File: src/sector_pulse_map.vh
/*
 Constants for the sector pulse generator: counter limits, clock rates,
 pulse timing and the sector-address command code.
 Assumes a 200 MHz system clock; included by bare name.
*/
`ifndef SECTOR_PULSE_MAP_VH
`define SECTOR_PULSE_MAP_VH

// System clock period in picoseconds (200 MHz)
`define SYS_CLK_PERIOD_PS       5000
// Sector counter width and its terminal count
`define SECTOR_CNT_WIDTH        12
`define SECTOR_CNT_MAX          12'hFFF
// Counting clocks per revolution for each variant
`define REV_CLOCKS_LOW          13440
`define REV_CLOCKS_HIGH         26880
// Counting clock rates in kHz
`define COUNT_CLK_LOW_KHZ       806
`define COUNT_CLK_HIGH_KHZ      1612
// Sector pulse width in nanoseconds
`define SECTOR_PULSE_NS         1250
// Index pulse width in nanoseconds
`define INDEX_PULSE_NS          2500
// Sector pulse width in system clocks, rounded up
`define SECTOR_PULSE_CYCLES \
    ((`SECTOR_PULSE_NS * 1000 + `SYS_CLK_PERIOD_PS - 1) / `SYS_CLK_PERIOD_PS)
// Sector address width and command code on the tag lines
`define SECTOR_ADDR_WIDTH       8
`define TAG_SECTOR_ADDR         4'h4
`define TAG_WIDTH               4

`endif

File: src/pulse_stretcher.v
/*
 Fixed-width pulse former: a one-cycle trigger starts a high output that
 lasts WIDTH system clocks. A trigger during the pulse restarts it.
 Assumes trigger is synchronous to clock.
*/
`timescale 1ns/1ps
`default_nettype none

module pulse_stretcher #(
    parameter WIDTH = 250,
    parameter CW    = 9
)(
    // Clock and reset
    input  wire          clock,
    input  wire          rst_n,
    input  wire          clk_en,
    // Trigger and output
    input  wire          trigger,
    output reg           pulse_q
);

    reg [CW-1:0] count_q;

    // Down counter times the pulse; replaces an analogue one-shot
    always @(posedge clock or negedge rst_n)
    begin
        if (!rst_n)
        begin
            count_q <= {CW{1'b0}};
            pulse_q <= 1'b0;
        end
        else if (clk_en)
        begin
            if (trigger)
            begin
                count_q <= WIDTH[CW-1:0] - {{(CW-1){1'b0}}, 1'b1};
                pulse_q <= 1'b1;
            end
            else if (count_q != {CW{1'b0}})
            begin
                count_q <= count_q - {{(CW-1){1'b0}}, 1'b1};
            end
            else
            begin
                pulse_q <= 1'b0;
            end
        end
    end

endmodule

`default_nettype wire

File: src/sector_pulse_generator.v
/*
 Sector pulse generator: divides each revolution into sectors using a
 presettable 12-bit counter driven by the servo-derived counting clock,
 forms timed sector pulses, and keeps a current-sector count that is
 returned to the controller on the sector-address tag.
 Assumes count clock, index, tag strobe and switches are asynchronous pins
 that toggle far slower than the 200 MHz system clock.
*/
// Operation
// - Low-rate variant advances sector counter on each 806 kHz counting clock.
// - High-rate variant advances on each 1.612 MHz clock; 26880 per revolution.
// - Index resets sector counter; low rate gives 13440 clocks per revolution.
// - Counter reaching 4095 gives a carry ending the sector.
// - Each carry becomes one sector pulse of 1.25 us.
// - Clock after 4095 reloads the preset, not zero.
// - Preset comes from sector-length switch inputs.
// - Current-sector counter clears on index, increments on each sector pulse.
// - Tag 4 places the 8-bit current sector on bus in bits 0-7.
// - Index pulse from the sync decoder is the sector counter reset.
// - Index is asserted 2.5 us per recognised index pattern; index_out_q instead copies the synchronised index_in at its own width.
`timescale 1ns/1ps
`default_nettype none
`include "sector_pulse_map.vh"

module sector_pulse_generator #(
    parameter CNT_W   = `SECTOR_CNT_WIDTH,
    parameter ADDR_W  = `SECTOR_ADDR_WIDTH,
    parameter PULSE_W = `SECTOR_PULSE_CYCLES
)(
    // Clock and reset
    input  wire              clock,
    input  wire              rst_n,
    input  wire              clk_en,
    // Servo timing inputs (asynchronous pins)
    input  wire              count_clk,
    input  wire              index_in,
    // Configuration
    input  wire              rate_high,
    input  wire [CNT_W-1:0]  sector_switch,
    // Controller tag interface
    input  wire              tag_strobe,
    input  wire [3:0]        tag_code,
    // Outputs
    output reg  [7:0]        bus_in_q,
    output reg               bus_in_valid_q,
    output reg               sector_pulse_q,
    output reg               index_out_q,
    output reg               rate_high_q
);

    localparam [CNT_W-1:0] CNT_MAX = `SECTOR_CNT_MAX;

    // Two-flop synchronisers; the first stage feeds only the second
    reg        cclk_m_q, cclk_s_q, cclk_d_q;
    reg        idx_m_q, idx_s_q, idx_d_q;
    reg        tag_m_q, tag_s_q, tag_d_q;
    reg [3:0]  code_m_q, code_s_q;
    reg [CNT_W-1:0] sw_m_q, sw_s_q;
    reg        rate_m_q;

    always @(posedge clock or negedge rst_n)
    begin
        if (!rst_n)
        begin
            cclk_m_q <= 1'b0;
            cclk_s_q <= 1'b0;
            idx_m_q  <= 1'b0;
            idx_s_q  <= 1'b0;
            tag_m_q  <= 1'b0;
            tag_s_q  <= 1'b0;
            code_m_q <= 4'h0;
            code_s_q <= 4'h0;
            sw_m_q   <= {CNT_W{1'b0}};
            sw_s_q   <= {CNT_W{1'b0}};
            rate_m_q <= 1'b0;
        end
        else if (clk_en)
        begin
            cclk_m_q <= count_clk;
            cclk_s_q <= cclk_m_q;
            idx_m_q  <= index_in;
            idx_s_q  <= idx_m_q;
            tag_m_q  <= tag_strobe;
            tag_s_q  <= tag_m_q;
            code_m_q <= tag_code;
            code_s_q <= code_m_q;
            sw_m_q   <= sector_switch;
            sw_s_q   <= sw_m_q;
            rate_m_q <= rate_high;
        end
    end

    // Edge detect history on synchronised levels
    always @(posedge clock or negedge rst_n)
    begin
        if (!rst_n)
        begin
            cclk_d_q <= 1'b0;
            idx_d_q  <= 1'b0;
            tag_d_q  <= 1'b0;
        end
        else if (clk_en)
        begin
            cclk_d_q <= cclk_s_q;
            idx_d_q  <= idx_s_q;
            tag_d_q  <= tag_s_q;
        end
    end

    wire count_tick = cclk_s_q & ~cclk_d_q;
    wire index_rise = idx_s_q & ~idx_d_q;
    wire tag_rise   = tag_s_q & ~tag_d_q;

    // rate select is static; captured as a level for status
    always @(posedge clock or negedge rst_n)
    begin
        if (!rst_n)
            rate_high_q <= 1'b0;
        else if (clk_en)
            rate_high_q <= rate_m_q;
    end

    // Sector counter; rate only changes how often count_tick arrives
    reg [CNT_W-1:0] sector_cnt_q;
    reg             carry_q;

    always @(posedge clock or negedge rst_n)
    begin
        if (!rst_n)
        begin
            sector_cnt_q <= {CNT_W{1'b0}};
            carry_q      <= 1'b0;
        end
        else if (clk_en)
        begin
            carry_q <= 1'b0;
            // index resets the counter to the preset
            if (index_rise)
                sector_cnt_q <= sw_s_q;
            else if (count_tick)
            begin
                if (sector_cnt_q == CNT_MAX)
                    sector_cnt_q <= sw_s_q;
                else
                begin
                    sector_cnt_q <= sector_cnt_q + {{(CNT_W-1){1'b0}}, 1'b1};
                    if (sector_cnt_q == CNT_MAX - {{(CNT_W-1){1'b0}}, 1'b1})
                        carry_q <= 1'b1;
                end
            end
        end
    end

    // carry forms a 1.25 us pulse timed in system clocks
    wire sector_pulse_w;

    pulse_stretcher #(
        .WIDTH (PULSE_W),
        .CW    (9)
    ) u_sector_pulse (
        .clock   (clock),
        .rst_n   (rst_n),
        .clk_en  (clk_en),
        .trigger (carry_q),
        .pulse_q (sector_pulse_w)
    );

    // Register the pulse and index for clean outputs
    always @(posedge clock or negedge rst_n)
    begin
        if (!rst_n)
        begin
            sector_pulse_q <= 1'b0;
            index_out_q    <= 1'b0;
        end
        else if (clk_en)
        begin
            sector_pulse_q <= sector_pulse_w;
            // index passes through at its own width
            index_out_q    <= idx_s_q;
        end
    end

    // Current-sector counter; index wins over a coincident carry
    reg [ADDR_W-1:0] cur_sector_q;

    always @(posedge clock or negedge rst_n)
    begin
        if (!rst_n)
            cur_sector_q <= {ADDR_W{1'b0}};
        else if (clk_en)
        begin
            // clear on index, count sector pulses
            if (index_rise)
                cur_sector_q <= {ADDR_W{1'b0}};
            else if (carry_q)
                cur_sector_q <= cur_sector_q + {{(ADDR_W-1){1'b0}}, 1'b1};
        end
    end

    // Tag answer; bus stays valid while the tag strobe is high
    always @(posedge clock or negedge rst_n)
    begin
        if (!rst_n)
        begin
            bus_in_q       <= 8'h00;
            bus_in_valid_q <= 1'b0;
        end
        else if (clk_en)
        begin
            // sector address on bus in for tag 4
            if (tag_rise && code_s_q == `TAG_SECTOR_ADDR)
            begin
                bus_in_q       <= cur_sector_q[7:0];
                bus_in_valid_q <= 1'b1;
            end
            else if (!tag_s_q)
            begin
                bus_in_q       <= 8'h00;
                bus_in_valid_q <= 1'b0;
            end
        end
    end

endmodule

`default_nettype wire

File: config.mk
export PLATFORM = sky130hd
export DESIGN_NAME = sector_pulse_generator
export DESIGN_NICKNAME = d
export VERILOG_FILES = /design/src/pulse_stretcher.v /design/src/sector_pulse_generator.v
export VERILOG_INCLUDE_DIRS = /design/src
export SDC_FILE = /design/constraint.sdc
export NUM_CORES = 1
export LEC_CHECK = 0
export ABC_AREA = 1
export BUFFER_PORTS_ARGS = -buffer_cell sky130_fd_sc_hd__buf_2
export CAP_MARGIN = 20
export CELL_PAD_IN_SITES_DETAIL_PLACEMENT = 1
export CELL_PAD_IN_SITES_GLOBAL_PLACEMENT = 2
export CORE_MARGIN = 3
export CORE_UTILIZATION = 35
export DETAILED_ROUTE_END_ITERATION = 6
export HOLD_SLACK_MARGIN = 0.05
export PLACE_DENSITY_LB_ADDON = 0.1
export SYNTH_ARGS = -nofsm -noshare
export SYNTH_HDL_FRONTEND = slang
export SYNTH_SLANG_ARGS = --single-unit
File: constraint.sdc
create_clock -name clock -period 1.74 [get_ports clock]
set_clock_uncertainty 0.15 [all_clocks]
set_input_delay 0.174 -clock clock [delete_from_list [all_inputs] [get_ports clock]]
set_output_delay 0.174 -clock clock [all_outputs]
set_load 0.01 [all_outputs]
==> results.json, run 1 <==
{
  "status": "completed",
  "async_reset_ff_share_pct": 100,
  "intPower_mw": 4.17,
  "post-route-util_pct": 45.5,
  "grt_max_degree": 55,
  "io_buffers": 34,
  "postLayoutCellArea_mm2": 0.00499,
  "final_nets": 598,
  "vdd_drop_max_mv": 0.596,
  "finalMaxSlewViolations": 0,
  "finalWeightedCongestion": 0.839,
  "top_signal_layer_used": "met4",
  "wl_met3_um": 232,
  "diodes": 0,
  "reg2reg_to": "sector_cnt_q[11]",
  "track_usage_pct": 17.4,
  "setup_viol": 0,
  "rsz0062_at_grt": "no",
  "cts_buffers": 9,
  "r2r_cells": 8,
  "end_kind": "flop",
  "avgSynthCellArea_um2": 8.01,
  "min_period_ns": 1.61,
  "cp.arrival_ns": 1.70,
  "fin_tns_setup_ns": 0,
  "die_w_um": 113,
  "start_util_pct": 36.4,
  "power_switching_mw": 2.06,
  "startpoint": "sector_cnt_q[0]",
  "first_iter_violations": 197,
  "vias": 3358,
  "grt_pass1_vias": 3574,
  "syn_area_mm2": 0.00400,
  "drc": 0,
  "clk_latency_ns": 0.34,
  "power_frac_clock_pct": 31.7,
  "cts_tree": "yes",
  "sw_frac_of_total_pct": 33.1,
  "hp-class": "input pin to async pin",
  "worstMarginPinSlew_ns": 0.479,
  "pre_cts_ws_ns": 0.0279,
  "critPathLaunchType": "flop",
  "synthesis.nets": 526,
  "synth_ff_type": "dfrtp_1",
  "io_pins": 35,
  "wl_per_cell_um": 14.1,
  "antenna_found_initial": 0,
  "crit_required_ns": 1.83,
  "r2r_slack_ns": 0.13,
  "fin_ws_ns": 0.129,
  "power_frac_comb_pct": 25.6,
  "drive_above_1_share_pct": 16.1,
  "synth_cells": 499,
  "p_per_area_mw_per_mm2": 1250,
  "endpoint": "sector_cnt_q[11]",
  "fp.dieH_um": 113,
  "p_leak_nw": 2.54,
  "min_period_over_period_pct": 92.6,
  "slew_headroom_pct": 68.1,
  "wl_met1_um": 5190,
  "ys_warn_count": 0,
  "clockBufferDepth": 2,
  "areaGrowthSynthToFinish_pct": 24.9,
  "ys_ff_latch": 84,
  "max_freq_mhz": 621,
  "maxCapViolCount": 0,
  "wl_met2_um": 4470,
  "p_total_mw": 6.23,
  "antenna_left": 0,
  "finalHoldViolations": 0,
  "grt_remaining_overflow": 0,
  "dieArea_mm2": 0.0127,
  "totalWireLength_um": 10100,
  "clk_pin_slew_ns": 0.06,
  "clockRootBuffer": "clkbuf_16",
  "first_pass_iters": 4,
  "r2r-start": "sector_cnt_q[0]",
  "critPathKind": "flop to flop",
  "synth-edff-count": 0,
  "clock_sinks": 84,
  "vias_per_cell": 4.69,
  "htreeDepth": 3,
  "dpl.hpwl_um": 6830,
  "ys_seq_area_share_pct": 52.6,
  "cp_max_fo": 15,
  "core-area_mm2": 0.0110,
  "rows": 38,
  "synth_cell_types": 31,
  "grt_pass1_wl_um": 17700,
  "placed_cell_area_mm2": 0.00442,
  "sequentialPowerShare_pct": 42.7
}
## cells by family (layout without fill, tap and decap cells)
| kind of cell | count (synthesis) | count (layout) | synth area share (%) |
|---|---|---|---|
| AOI/OAI and AO/OA | 53 | 53 | 7.01 |
| xor gates and xnor gates | 5 | 5 | 1.10 |
| adders and majority gates | 4 | 4 | 1.25 |
| buffers and inverters | 67 | 144 | 6.89 |
| DFF | 84 | 84 | 52.6 |
| and+or+nand+nor | 286 | 286 | 31.2 |
## critical path, cell delays in order, from the launching register on
cell     delay [ns]
dfrtp_1        0.40
ha_2           0.23
inv_1          0.07
nor2_4         0.13
nand3_4        0.13
nand2_8        0.16
a21oi_1        0.11
nand2_1        0.08
nand2_1        0.05
## layout make-up
| type | count | area, µm² |
|---|---|---|
| Clock buffer | 12 | 256 |
| Multi-Input combinational cell | 348 | 1630 |
| Inverter | 51 | 198 |
| Clock inverter | 4 | 47.5 |
| Tap cell | 140 | 175 |
| Timing Repair Buffer | 77 | 581 |
| Sequential cell | 84 | 2100 |
| Fill cell | 1334 | 5990 |
## cell usage after synthesis, types with 5 or more instances
master / n / area share, %
buf_2: 6 / 0.75
clkbuf_1: 7 / 0.66
dfrtp_1: 84 / 53
inv_1: 50 / 4.7
nand2_1: 193 / 18
nand2_2: 8 / 1.3
nand3_1: 39 / 4.9
nand4_1: 11 / 1.7
nor2_1: 19 / 1.8
o21ai_0: 38 / 4.8
o21ai_1: 5 / 0.63
## layer usage
metal  track usage (%)  vias up
met2              26.9       33
li1                  -     1716
met4              6.73        0
met5                 0        -
met3              3.26       14
met1              24.2     1595
## power by group through the flow
stage	combinational, mW	sequential (mW)	clock [mW]
after global placement	1.50	2.67	0
after floorplan	1.06	2.62	0
after CTS	1.60	2.66	2.04
final	1.60	2.66	1.97
after global routing	1.87	2.71	2.12
after detailed placement	1.54	2.70	0
## placed cells by master, fill, tap and decap left out, types with 3 or more instances in the layout
master	count
nand2_1	192
dfrtp_1	84
inv_1	49
nand3_1	39
o21ai_0	38
buf_2	32
dlygate4sd3_1	23
nor2_1	19
buf_4	19
nand4_1	11
nand2_2	9
clkbuf_16	9
o21ai_1	5
xor2_1	4
a21oi_1	4
nor2_2	3
nor3_1	3
ha_1	3
## how the worst min path moves through the flow
stage | startpoint | to
final | rst_n | bus_in_q[6]
after global routing | rst_n | bus_in_q[6]
after CTS | rst_n | cur_sector_q[6]
after detailed placement | rst_n | bus_in_valid_q
after global placement | rst_n | bus_in_q[4]
after floorplan | rst_n | bus_in_q[0]
## metrics by stage
stage | hold WS, ns | std cells
detailed placement | -0.142 | 675
floorplan | -0.272 | 499
CTS | 0.213 | 714
global route | 0.237 | 716
global placement | -0.147 | 675
finish | 0.204 | 716
## sequential cells by signal (all words and copies together), names as in the netlist, 4 cells and up
| register | count |
|---|---|
| cur_sector_q | 8 |
| sw_m_q | 12 |
| code_m_q | 4 |
| bus_in_q | 8 |
| u_sector_pulse.count_q | 9 |
| sector_cnt_q | 12 |
| sw_s_q | 12 |
| code_s_q | 4 |
## what timing repair did
action | CTS | global route
endpoints found under the setup margin | 0 | 17
buffers inserted | 0 | 2
hold endpoints to repair | 106 | 0
hold buffers | 23 | 0
resized for setup | 0 | 6
Note: power is estimated with default switching activity, not from simulation.
==> run 2: changes to the inputs <==
- ABC_AREA: 1 -> not set
- CORE_UTILIZATION: 35 -> 40
==> results.json, run 2 <==
{
  "min_period_ns": 1.84,
  "diodes": 0,
  "cp_max_fo": 5,
  "grt_pass1_vias": 3012,
  "grt_max_degree": 34,
  "hp-class": "input pin to flop",
  "violations": "negative setup slack",
  "async_reset_ff_share_pct": 100,
  "ys_warn_count": 0,
  "power_frac_comb_pct": 31.6,
  "die_w_um": 103,
  "antenna_found_initial": 0,
  "dpl.hpwl_um": 6000,
  "critPathLaunchType": "flop",
  "synth_cells": 325,
  "cts_tree": "yes",
  "synth_top_area_share_pct": 55.7,
  "post-route-util_pct": 54.9,
  "worstMarginPinSlew_ns": 0.479,
  "ys_ff_latch": 84,
  "setup_viol": 7,
  "p_total_mw": 5.87,
  "rows": 34,
  "final_cell_mix": "dfrtp_1, buf_4, mux2_2",
  "synth_ff_type": "dfrtp_1",
  "ys_seq_area_share_pct": 55.7,
  "yosysMostFrequentCell": "dfrtp_1",
  "critPathKind": "flop to flop",
  "vdd_drop_max_mv": 0.460,
  "clockBufferDepth": 2,
  "first_iter_violations": 77,
  "top_signal_layer_used": "met4",
  "avgSynthCellArea_um2": 11.6,
  "syn_area_mm2": 0.00377,
  "wl_met3_um": 300,
  "clk_latency_ns": 0.36,
  "synthTopCellsByArea": "dfrtp_1, mux2_2, o21ai_0",
  "fp.dieH_um": 103,
  "finalHoldViolations": 0,
  "final_common_cell": "dfrtp_1",
  "vias": 2890,
  "synth_cell_types": 51,
  "status": "finished, violations left",
  "track_usage_pct": 18.1,
  "maxCapViolCount": 0,
  "p_leak_nw": 2.17,
  "final_nets": 454,
  "synthTopCellsByCount": "dfrtp_1, mux2_2, o21ai_0",
  "io_pins": 35,
  "drive_above_1_share_pct": 36.6,
  "finalWeightedCongestion": 0.790,
  "wl_met2_um": 3960,
  "dieArea_mm2": 0.0106,
  "clk_pin_slew_ns": 0.09,
  "areaGrowthSynthToFinish_pct": 29.9,
  "sequentialPowerShare_pct": 44.4,
  "totalWireLength_um": 8540,
  "synth_top_area_cell": "dfrtp_1",
  "crit_required_ns": 1.83,
  "reg_top3": "sector_cnt_q: 12 flops, sw_m_q: 12 flops, sw_s_q: 12 flops",
  "io_buffers": 34,
  "clockRootBuffer": "clkbuf_8",
  "vias_per_cell": 5.35,
  "sw_frac_of_total_pct": 32.1,
  "clock_sinks": 84,
  "rsz0062_at_grt": "yes",
  "max_freq_mhz": 542,
  "start_util_pct": 42.3,
  "wl_met1_um": 4140,
  "drc": 0,
  "cp.arrival_ns": 1.94,
  "p_per_area_mw_per_mm2": 1200,
  "min_period_over_period_pct": 106,
  "end_kind": "flop",
  "grt_remaining_overflow": 0,
  "antenna_left": 0,
  "power_switching_mw": 1.88,
  "first_pass_iters": 4,
  "synthesis.nets": 352,
  "intPower_mw": 3.99,
  "synth-edff-count": 0,
  "slew_headroom_pct": 67.2,
  "power_frac_clock_pct": 24.0,
  "grt_pass1_wl_um": 14800,
  "cts_buffers": 9,
  "core-area_mm2": 0.00893,
  "wl_per_cell_um": 15.8,
  "htreeDepth": 3,
  "fin_ws_ns": -0.103,
  "finalMaxSlewViolations": 0
}
## run 2: through the flow
stage	setup WS, ns	setup TNS (ns)	instance area, µm²	hold slack (ns)	instances
after floorplan	-0.0293	-0.0293	3790	-0.272	325
after global placement	-0.0517	-0.180	4420	-0.0301	500
after detailed placement	-0.120	-0.521	4420	-0.0311	500
after CTS	-0.106	-0.325	4860	0.0339	539
after global routing	-0.154	-1.13	4900	0.0637	540
final	-0.103	-0.432	4900	0.0609	540
## run 2: what timing repair did
| item | 4_1_cts | 5_1_grt |
|---|---|---|
| resized for setup | 6 | 8 |
| hold endpoints to repair | 105 | 0 |
| setup endpoints to repair | 10 | 19 |
| pin swaps | 1 | 5 |
| hold buffers | 21 | 0 |
| buffers inserted | 2 | 1 |
## run 2: path summary, 6_finish.rpt
kind / startpoint / end / slack (ns) / cells past startpoint
setup / recovery: u_sector_pulse.count_q[6] / u_sector_pulse.count_q[7] / -0.10 / 4
hold / removal: clk_en / u_sector_pulse.count_q[3] / 0.06 / 4
setup reg to reg: u_sector_pulse.count_q[6] / u_sector_pulse.count_q[7] / -0.10 / 4
hold reg to reg: u_sector_pulse.pulse_q / u_sector_pulse.pulse_q / 0.34 / 1
max in group asynchronous: rst_n / code_m_q[2] / 0.71 / 3
min in group asynchronous: rst_n / bus_in_q[5] / 0.13 / 2
## run 2: final cells by class
type | count | area [µm²]
fill | 940 | 4030
sequential | 84 | 2100
multi-input combinational | 213 | 1620
timing repair buffer | 106 | 795
tap | 108 | 135
clock buffer | 10 | 128
clock inverter | 6 | 71.3
inverter | 13 | 48.8
## run 2: cell families after synthesis
family	count (synthesis)	synth area share (%)
buffers and inverters	28	3.08
adders and majority gates	4	1.33
and+or+nand+nor	90	12.6
xor gates and xnor gates	7	1.62
AOI/OAI and AO/OA	64	11.5
muxes	48	14.2
DFF	84	55.7
## run 2: per-layer routing
layer  vias to the layer above  GRT usage [%]
met5                         -              0
met4                         0           6.37
met3                        13           4.26
met2                        49           28.0
met1                      1442           25.0
li1                       1386              -
## run 2: power by group through the flow
stage	Sequential [mW]	Combinational [mW]	Clock [mW]
2_1_floorplan	2.64	0.881	0
3_3_place_gp	2.61	1.66	0
3_5_place_dp	2.63	1.71	0
4_1_cts	2.59	1.81	1.48
5_1_grt	2.66	2.08	1.55
6_report	2.61	1.85	1.41
## run 2: critical path, stage by stage (launching register included)
cell	delay (ns)
dfrtp_1	0.40
or4_4	0.57
o311ai_4	0.35
or3_4	0.20
nand3_2	0.06
